### src/verilog/ocf_pkg.sv
/*
 Package for the configuration-flag block: register offsets, field positions,
 reset values and the carrier structs shared by the top and its pin driver.
 Assumes an 8-bit register port with byte addresses as printed.
*/
package ocf_pkg;

	localparam int ADDR_W = 9;
	localparam logic [8:0] OFF_PURGE = 9'h01a;
	localparam logic [8:0] OFF_FLAGS_A = 9'h01d;
	localparam logic [8:0] OFF_FLAGS_B = 9'h01e;
	localparam logic [8:0] OFF_STAT1 = 9'h01f;

	localparam logic [7:0] RST_PURGE = 8'h00;
	localparam logic [7:0] RST_FLAGS_A = 8'h00;
	localparam logic [7:0] RST_FLAGS_B = 8'h00;
	localparam logic [7:0] RST_STAT1 = 8'h00;

	// Purge register bits
	localparam int PB_TX_OPEN = 0;
	localparam int PB_TX_CLOSE = 1;
	localparam int PB_RX_OPEN = 2;
	localparam int PB_RX_CLOSE = 3;
	localparam logic [7:0] PURGE_MASK = 8'h0f;

	// Flag byte A bits
	localparam int FA_PROD_ONE = 0;
	localparam int FA_PROD_TWO = 1;
	localparam int FA_SERIAL = 2;
	localparam int FA_UART_PINS = 3;
	localparam int FA_LANG = 7;
	localparam logic [7:0] FLAGS_A_MASK = 8'h8f;

	// Flag byte B bits
	localparam int FB_VID = 0;
	localparam int FB_PID = 1;
	localparam int FB_MAX_POWER = 2;
	localparam int FB_ATTR = 3;
	localparam int FB_RELEASE = 4;
	localparam int FB_PURGE = 5;
	localparam int FB_MAKER_ONE = 6;
	localparam int FB_MAKER_TWO = 7;

	// Status pin register fields
	localparam int ST_SEL_LSB = 2;
	localparam int ST_DRV_LSB = 0;
	localparam logic [7:0] STAT1_MASK = 8'h1f;
	localparam logic [1:0] DRV_OPEN_DRAIN = 2'h1;
	localparam logic [1:0] DRV_PUSH_PULL = 2'h2;

	// Field numbering for the sixteen programmed flags: {byte B, byte A}
	localparam int NUM_FIELDS = 16;

	typedef struct packed {
		logic suspend;
		logic low_power;
		logic bus_reset;
	} ocf_usb_state_t;

	typedef struct packed {
		logic [2:0] sel;
		logic [1:0] drv;
	} ocf_pin_cfg_t;

	typedef struct packed {
		logic tx_purge;
		logic rx_purge;
	} ocf_purge_t;

endpackage : ocf_pkg

### src/verilog/ocf_config_flags.sv
/*
 Configuration flag registers: FIFO purge on port open/close, per-field
 programmed flags with write-once protection, and the status pin setup.
 Assumes a simple synchronous byte register port from the USB control path
 and single-cycle open/close event pulses.
*/
`timescale 1ns/1ps
module ocf_config_flags (
	input wire logic clk,
	input wire logic reset,
	input wire logic reg_wr,
	input wire logic reg_rd,
	input wire logic [ocf_pkg::ADDR_W-1:0] reg_addr,
	input wire logic [7:0] reg_wdata,
	output logic [7:0] reg_rdata,
	output logic reg_wr_refused,
	input wire logic port_open,
	input wire logic port_close,
	output logic tx_fifo_purge,
	output logic rx_fifo_purge,
	output logic fifo_accept_hold,
	input wire logic [ocf_pkg::NUM_FIELDS-1:0] field_wr,
	output logic [ocf_pkg::NUM_FIELDS-1:0] field_wr_allow,
	output logic [ocf_pkg::NUM_FIELDS-1:0] field_use_otp,
	input wire logic usb_suspend,
	input wire logic usb_low_power,
	input wire logic usb_bus_reset,
	output logic bus_status_output_one,
	output logic bus_status_output_one_oe
);

	// Register storage
	logic [7:0] purge_q;
	logic [7:0] purge_d;
	logic [7:0] flags_a_q;
	logic [7:0] flags_a_d;
	logic [7:0] flags_b_q;
	logic [7:0] flags_b_d;
	logic [7:0] stat1_q;
	logic [7:0] stat1_d;
	logic [7:0] rdata_d;
	logic [7:0] rdata_q;
	logic refused_d;
	logic refused_q;
	ocf_pkg::ocf_purge_t purge_ev_d;
	ocf_pkg::ocf_purge_t purge_ev_q;
	logic [ocf_pkg::NUM_FIELDS-1:0] flags_all;

	// Flag bit for a register offset covered by a field flag
	function automatic logic guard_flag(input logic [ocf_pkg::ADDR_W-1:0] a,
		input logic [7:0] fb);
		guard_flag = 1'b0;
		if (a == ocf_pkg::OFF_PURGE) begin
			guard_flag = fb[ocf_pkg::FB_PURGE];
		end
	endfunction : guard_flag

	assign flags_all = {flags_b_q, flags_a_q};

	// Register writes, read mux and purge events
	always_comb begin
		purge_d = purge_q;
		flags_a_d = flags_a_q;
		flags_b_d = flags_b_q;
		stat1_d = stat1_q;
		refused_d = 1'b0;
		rdata_d = rdata_q;
		if (reg_wr) begin
			if (guard_flag(reg_addr, flags_b_q)) begin
				refused_d = 1'b1;
			end else begin
				unique case (reg_addr)
					ocf_pkg::OFF_PURGE: purge_d = reg_wdata & ocf_pkg::PURGE_MASK;
					// Flags only ever set; a set flag is cleared only by reset
					ocf_pkg::OFF_FLAGS_A:
						flags_a_d = flags_a_q | (reg_wdata & ocf_pkg::FLAGS_A_MASK);
					ocf_pkg::OFF_FLAGS_B: flags_b_d = flags_b_q | reg_wdata;
					ocf_pkg::OFF_STAT1: begin
						if (flags_a_q[ocf_pkg::FA_UART_PINS]) begin
							refused_d = 1'b1;
						end else begin
							stat1_d = reg_wdata & ocf_pkg::STAT1_MASK;
						end
					end
					default: refused_d = 1'b0;
				endcase
			end
		end
		if (reg_rd) begin
			unique case (reg_addr)
				ocf_pkg::OFF_PURGE: rdata_d = purge_q;
				ocf_pkg::OFF_FLAGS_A: rdata_d = flags_a_q;
				ocf_pkg::OFF_FLAGS_B: rdata_d = flags_b_q;
				ocf_pkg::OFF_STAT1: rdata_d = stat1_q;
				default: rdata_d = 8'h00;
			endcase
		end
		// Purge settings honoured only once their field is flagged
		purge_ev_d.rx_purge = flags_b_q[ocf_pkg::FB_PURGE] & (
			(port_close & purge_q[ocf_pkg::PB_RX_CLOSE]) |
			(port_open & purge_q[ocf_pkg::PB_RX_OPEN]));
		purge_ev_d.tx_purge = flags_b_q[ocf_pkg::FB_PURGE] & (
			(port_close & purge_q[ocf_pkg::PB_TX_CLOSE]) |
			(port_open & purge_q[ocf_pkg::PB_TX_OPEN]));
	end

	always_ff @(posedge clk) begin
		if (reset) begin
			purge_q <= ocf_pkg::RST_PURGE;
			flags_a_q <= ocf_pkg::RST_FLAGS_A;
			flags_b_q <= ocf_pkg::RST_FLAGS_B;
			stat1_q <= ocf_pkg::RST_STAT1;
			rdata_q <= 8'h00;
			refused_q <= 1'b0;
			purge_ev_q <= '0;
		end else begin
			purge_q <= purge_d;
			flags_a_q <= flags_a_d;
			flags_b_q <= flags_b_d;
			stat1_q <= stat1_d;
			rdata_q <= rdata_d;
			refused_q <= refused_d;
			purge_ev_q <= purge_ev_d;
		end
	end

	assign reg_rdata = rdata_q;
	assign reg_wr_refused = refused_q;
	assign tx_fifo_purge = purge_ev_q.tx_purge;
	assign rx_fifo_purge = purge_ev_q.rx_purge;
	// Hold FIFO intake from the event cycle until the purge pulse is done
	assign fifo_accept_hold = purge_ev_q.tx_purge | purge_ev_q.rx_purge
		| purge_ev_d.tx_purge | purge_ev_d.rx_purge;

	// Per-field OTP use and write-once gating
	genvar gi;
	generate
		for (gi = 0; gi < ocf_pkg::NUM_FIELDS; gi++) begin : g_field
			assign field_use_otp[gi] = flags_all[gi];
			assign field_wr_allow[gi] = field_wr[gi] & ~flags_all[gi];
		end
	endgenerate

	ocf_pkg::ocf_pin_cfg_t pin_cfg;
	ocf_pkg::ocf_usb_state_t usb_state;

	assign pin_cfg.sel = stat1_q[ocf_pkg::ST_SEL_LSB +: 3];
	assign pin_cfg.drv = stat1_q[ocf_pkg::ST_DRV_LSB +: 2];
	assign usb_state.suspend = usb_suspend;
	assign usb_state.low_power = usb_low_power;
	assign usb_state.bus_reset = usb_bus_reset;

	ocf_stat_pin u_stat_pin (
		.clk(clk),
		.reset(reset),
		.cfg(pin_cfg),
		.usb(usb_state),
		.pin_o(bus_status_output_one),
		.pin_oe(bus_status_output_one_oe)
	);

endmodule : ocf_config_flags

### src/verilog/ocf_stat_pin.sv
/*
 USB-state driver of the first bus status output pin.
 Assumes the USB state levels are synchronous to clk.
*/
`timescale 1ns/1ps
module ocf_stat_pin (
	input wire logic clk,
	input wire logic reset,
	input wire ocf_pkg::ocf_pin_cfg_t cfg,
	input wire ocf_pkg::ocf_usb_state_t usb,
	output logic pin_o,
	output logic pin_oe
);

	logic level_d;
	logic level_q;
	logic oe_d;
	logic oe_q;

	always_comb begin
		unique case (cfg.sel)
			3'h0, 3'h4: level_d = usb.suspend | usb.bus_reset;
			3'h1: level_d = usb.suspend;
			3'h2: level_d = usb.low_power;
			3'h3: level_d = usb.bus_reset;
			3'h5: level_d = ~usb.suspend;
			3'h6: level_d = ~usb.low_power;
			3'h7: level_d = ~usb.bus_reset;
		endcase
		// Open drain only drives low; invalid codes leave the pin undriven
		unique case (cfg.drv)
			ocf_pkg::DRV_OPEN_DRAIN: oe_d = ~level_d;
			ocf_pkg::DRV_PUSH_PULL: oe_d = 1'b1;
			default: oe_d = 1'b0;
		endcase
	end

	always_ff @(posedge clk) begin
		if (reset) begin
			level_q <= 1'b0;
			oe_q <= 1'b0;
		end else begin
			level_q <= level_d;
			oe_q <= oe_d;
		end
	end

	assign pin_o = level_q;
	assign pin_oe = oe_q;

endmodule : ocf_stat_pin

### config.mk
export PLATFORM = sky130hd
export DESIGN_NAME = ocf_config_flags
export DESIGN_NICKNAME = d
export VERILOG_FILES = /design/src/verilog/ocf_pkg.sv /design/src/verilog/ocf_config_flags.sv /design/src/verilog/ocf_stat_pin.sv
export SDC_FILE = /design/constraint.sdc
export NUM_CORES = 1
export LEC_CHECK = 0
export ABC_AREA = 1
export BUFFER_PORTS_ARGS = -buffer_cell sky130_fd_sc_hd__buf_2
export CAP_MARGIN = 10
export CORE_AREA = 2 2 63 71
export DETAILED_ROUTE_END_ITERATION = 12
export DIE_AREA = 0 0 65 73
export PLACE_DENSITY = 0.8
export SYNTH_ARGS = -nofsm -noshare
export SYNTH_HDL_FRONTEND = slang
export SYNTH_SLANG_ARGS = --single-unit
### constraint.sdc
create_clock -name clk -period 1.4 [get_ports clk]
set_clock_uncertainty 0.05 [all_clocks]
set_input_delay 0.07 -clock clk [delete_from_list [all_inputs] [get_ports clk]]
set_output_delay 0.07 -clock clk [all_outputs]
set_load 0.02 [all_outputs]
==> metrics.log <==
[metrics] Critical Path Slowest Stage Cell: sky130_fd_sc_hd__dfxtp_1
[metrics] Yosys reg bits: 35
[metrics] worst-skew pair later-pin latency: around 0.28 ns
[metrics] CTS hold repair buffers: 1
[metrics] number of top-level pins: 88
[metrics] biggest cell delay along the critical path: around 0.33 ns
[metrics] status: complete, no violations
[metrics] RePlAce Congestion: roughly 0.9
[metrics] YS warnings: 0
[metrics] post-synthesis simple-gate area fraction: around 32%
[metrics] minimum clock period: approximately 1.3 ns
[metrics] count of unresolved DRC violations after routing: 0
[metrics] vias after detailed routing: ~1900
[metrics] sequential share of the synthesized area: between 30% and 40%
[metrics] Root Buffer: sky130_fd_sc_hd__clkbuf_8
[metrics] netlist area before placement: ~0.0018 sq mm
[metrics] switching share of power: 24.1%
[metrics] xor/xnor share of the synthesized area: 0.493%
[metrics] layout cells sized above 1: a little under a third
[metrics] dominant combinational cell family by area after synthesis: simple AND/OR/NAND/NOR gates
[metrics] Max clock buf depth: 2
[metrics] first-pass detailed-route iteration total: 4
[metrics] vias per std cell: approximately 5
[metrics] total global routing track utilization: about a fifth
[metrics] number of unique standard cell types used by synthesis: 23
[metrics] critical path type: reg2out
[metrics] post-cts resize count: 0
[metrics] Worst Setup Start Kind: flip-flop
[metrics] Synth area leader: sky130_fd_sc_hd__dfxtp_1
[metrics] IR drop worst, VDD: 559 uV
[metrics] Setup TNS Final: 0 ns
[metrics] pin count of the biggest net entering global routing: 20
[metrics] unrepaired setup endpoints after global routing: no
[metrics] number of DRC violations after detailed-routing iteration 0: between 60 and 70
[metrics] cell count after synthesis: about 250
[metrics] sequential fraction of design power: between 40% and 50%
[metrics] die span in y: around 73 um
[metrics] adder-cell share of the synthesized area: between 1 and 1.5%
[metrics] final-report setup violation count: 0
[metrics] worst-path fanout max: 2
[metrics] Slew Viols, Final: 0
[metrics] via count of the first global-routing pass: approximately 1700
[metrics] endpoint type of the worst setup path: primary output
[metrics] Clk network pwr share: about two fifths
[metrics] placement row count: 25
[metrics] total global routing overflow: 0
[metrics] initial cell density of the core: 43.4%
[metrics] number of nets with antenna violations after routing: 0
[metrics] Hold Vio Cnt, Final: 0
[metrics] path type of the worst min-delay path: in2reg
[metrics] wire length of the first global-routing pass: 7.57 mm
[metrics] fraction of the mapped netlist area in compound gates: between 10% and 20%
[metrics] data required time at the worst endpoint: between 1 and 1.5 ns
[metrics] post-route non-filler standard cell count: 390
[metrics] internal power contribution: 1.54 mW
[metrics] TritonCTS Buffers: 5
[metrics] switching power of the nets: 0.488 mW
[metrics] count of buffers inserted at the top-level ports: a little under 80
[metrics] x dimension of the die: approximately 65 um
[metrics] routed wire length per instance: around 12 um
[metrics] core box area: slightly above 0.004 sq mm
[metrics] Avg Synthesized Cell Area: 7.00 sq um
[metrics] Logic pwr share: about an eighth
[metrics] Clock Pin Slew Worst Setup and Hold Paths: about 0.070 ns
[metrics] area added between synthesis and finish: 30.4%
[metrics] portion of the clock cycle consumed by the worst path in the final layout: between 90 and 100%
[metrics] multiplexer share of the synthesized area: 0%
[metrics] H-tree levels: 2
[metrics] Max Clk Rate: between 0.7 and 0.8 GHz
[metrics] Ant. Diodes: 0
[metrics] leakage power summed over all cells: roughly 1.2 nW
[metrics] Post-Route WL: 4.53 mm
[metrics] CTS tree: built
[metrics] Critical Path, Cell by Cell: inv_1, o22ai_1, nand2_1, nand3_1, buf_2
[metrics] max-cap violations: 0
[metrics] CTS sink cnt: 35
[metrics] top-area cell type share of the netlist area: 39.4%
[metrics] Hold Worst Slack: 0.00606 ns
[metrics] setup fix buffers added after clock tree synthesis: 0
[metrics] Die Outline Area: roughly 0.0047 sq mm
[metrics] total cell area at the placement stage: between 0.002 and 0.0025 sq mm
[metrics] placed insts: between 300 and 400
[metrics] power per unit of standard cell area: about 870 mW/mm^2
[metrics] cell area after layout: 0.00232 sq mm
[metrics] antenna violations before repair: 0
[metrics] count of nets after finishing: 379
[metrics] Worst Path Arrival: ~1.2 ns
[metrics] hpwl dp: 3.59 mm
[metrics] largest cells by area after synthesis: sky130_fd_sc_hd__dfxtp_1 (39%), sky130_fd_sc_hd__a21oi_1 (9.0%), sky130_fd_sc_hd__nand2_1 (7.8%), sky130_fd_sc_hd__inv_1 (7.4%), sky130_fd_sc_hd__nor2_1 (7.2%)
[power groups by stage]
| stage | Sequential [mW] | Combinational [mW] | Clock, mW |
|---|---|---|---|
| 6_report | 1.00 | 0.237 | 0.784 |
| 5_1_grt | 1.00 | 0.261 | 0.830 |
| 4_1_cts | 1.00 | 0.238 | 0.792 |
| 3_3_place_gp | 1.03 | 0.231 | 0 |
| 3_5_place_dp | 1.03 | 0.234 | 0 |
| 2_1_floorplan | 1.03 | 0.140 | 0 |
[critical path, delay by kind of cell (launching register included)]
kind                   cells  cell delay [ns]
buffers and inverters      2             0.22
AOI/OAI and AO/OA          1             0.18
and+or+nand+nor            2             0.17
DFF                        1             0.33
[final cells by class]
class                           count  area, sq um
Clock buffer                        8          100
Fill cell                         398         1780
Inverter                           38          143
Multi-Input combinational cell    169          855
Sequential cell                    35          701
Tap cell                           54         67.6
Timing Repair Buffer               86          453
[stage by stage]
step | setup WS [ns] | total power [mW] | util, %
2_1_floorplan | 0.249 | 1.17 | -
3_3_place_gp | 0.0994 | 1.26 | 53.9
3_5_place_dp | 0.0377 | 1.26 | 53.9
4_1_cts | 0.0976 | 2.03 | 56.6
5_1_grt | 0.0409 | 2.09 | 56.6
6_report | 0.0979 | 2.02 | 56.6
[cell usage in the layout, fill, tap and decap left out]
cell	n
sky130_fd_sc_hd__a21oi_1	32
sky130_fd_sc_hd__buf_2	78
sky130_fd_sc_hd__buf_4	7
sky130_fd_sc_hd__clkbuf_1	1
sky130_fd_sc_hd__clkbuf_8	7
sky130_fd_sc_hd__conb_1	3
sky130_fd_sc_hd__dfxtp_1	35
sky130_fd_sc_hd__dlygate4sd3_1	1
sky130_fd_sc_hd__ha_1	2
sky130_fd_sc_hd__inv_1	35
sky130_fd_sc_hd__inv_2	3
sky130_fd_sc_hd__nand2_1	37
sky130_fd_sc_hd__nand2_4	2
sky130_fd_sc_hd__nand3_1	16
sky130_fd_sc_hd__nand3_2	1
sky130_fd_sc_hd__nand3_4	1
sky130_fd_sc_hd__nand4_1	16
sky130_fd_sc_hd__nor2_1	34
sky130_fd_sc_hd__nor2_2	3
sky130_fd_sc_hd__nor2_4	4
sky130_fd_sc_hd__nor3_1	2
sky130_fd_sc_hd__o21ai_0	12
sky130_fd_sc_hd__o22ai_1	2
sky130_fd_sc_hd__or2_2	1
sky130_fd_sc_hd__xor2_1	1
[cell usage after synthesis]
cell type,instances
sky130_fd_sc_hd__nor2_2,3
sky130_fd_sc_hd__nand2_1,37
sky130_fd_sc_hd__buf_4,9
sky130_fd_sc_hd__dfxtp_1,35
sky130_fd_sc_hd__inv_2,3
sky130_fd_sc_hd__nand3_2,1
sky130_fd_sc_hd__nand3_1,16
sky130_fd_sc_hd__or2_2,1
sky130_fd_sc_hd__nor2_1,34
sky130_fd_sc_hd__xor2_1,1
sky130_fd_sc_hd__clkbuf_1,4
sky130_fd_sc_hd__nor2_4,4
sky130_fd_sc_hd__nand2_4,2
sky130_fd_sc_hd__ha_1,2
sky130_fd_sc_hd__buf_2,1
sky130_fd_sc_hd__o22ai_1,2
sky130_fd_sc_hd__nand4_1,16
sky130_fd_sc_hd__conb_1,1
sky130_fd_sc_hd__a21oi_1,32
sky130_fd_sc_hd__o21ai_0,12
sky130_fd_sc_hd__inv_1,35
sky130_fd_sc_hd__nor3_1,2
sky130_fd_sc_hd__nand3_4,1
[logic make-up (layout without fill, tap and decap cells)]
family,after synthesis,count (layout)
other,1,3
AO/OA/AOI/OAI,46,46
XOR/XNOR,1,1
adder cells (fa/ha/maj),2,2
flip-flops,35,35
buffers and inverters,52,132
AND/OR/NAND/NOR,117,117
[state kept, by name (all words and copies together) (netlist names)]
name,flops
flags_a_q,5
flags_b_q,8
purge_q,4
reg_rdata,8
reg_wr_refused,1
rx_fifo_purge,1
stat1_q,5
tx_fifo_purge,1
u_stat_pin.pin_o,1
u_stat_pin.pin_oe,1
[path summary, 6_finish.rpt]
| check | to | startpoint | slack (ns) | cells after the start |
|---|---|---|---|---|
| max reg2reg | u_stat_pin.pin_oe | stat1_q[0] | 0.19 | 4 |
| max | fifo_accept_hold | purge_q[3] | 0.1 | 5 |
| min reg2reg | reg_rdata[4] | reg_rdata[4] | 0.41 | 2 |
| min | flags_a_q[7] | reg_wdata[7] | 0.006 | 3 |
[layer usage]
metal / global-route usage (%) / part of all wire [%] / up-vias
met3: 3.55 / 9.3 / 6
met5: 0 / 0 / -
li1: - / - / 978
met1: 26.0 / 42 / 845
met4: 6.62 / 0.91 / 0
met2: 34.7 / 48 / 87
Power figures use the tool's default switching activity.
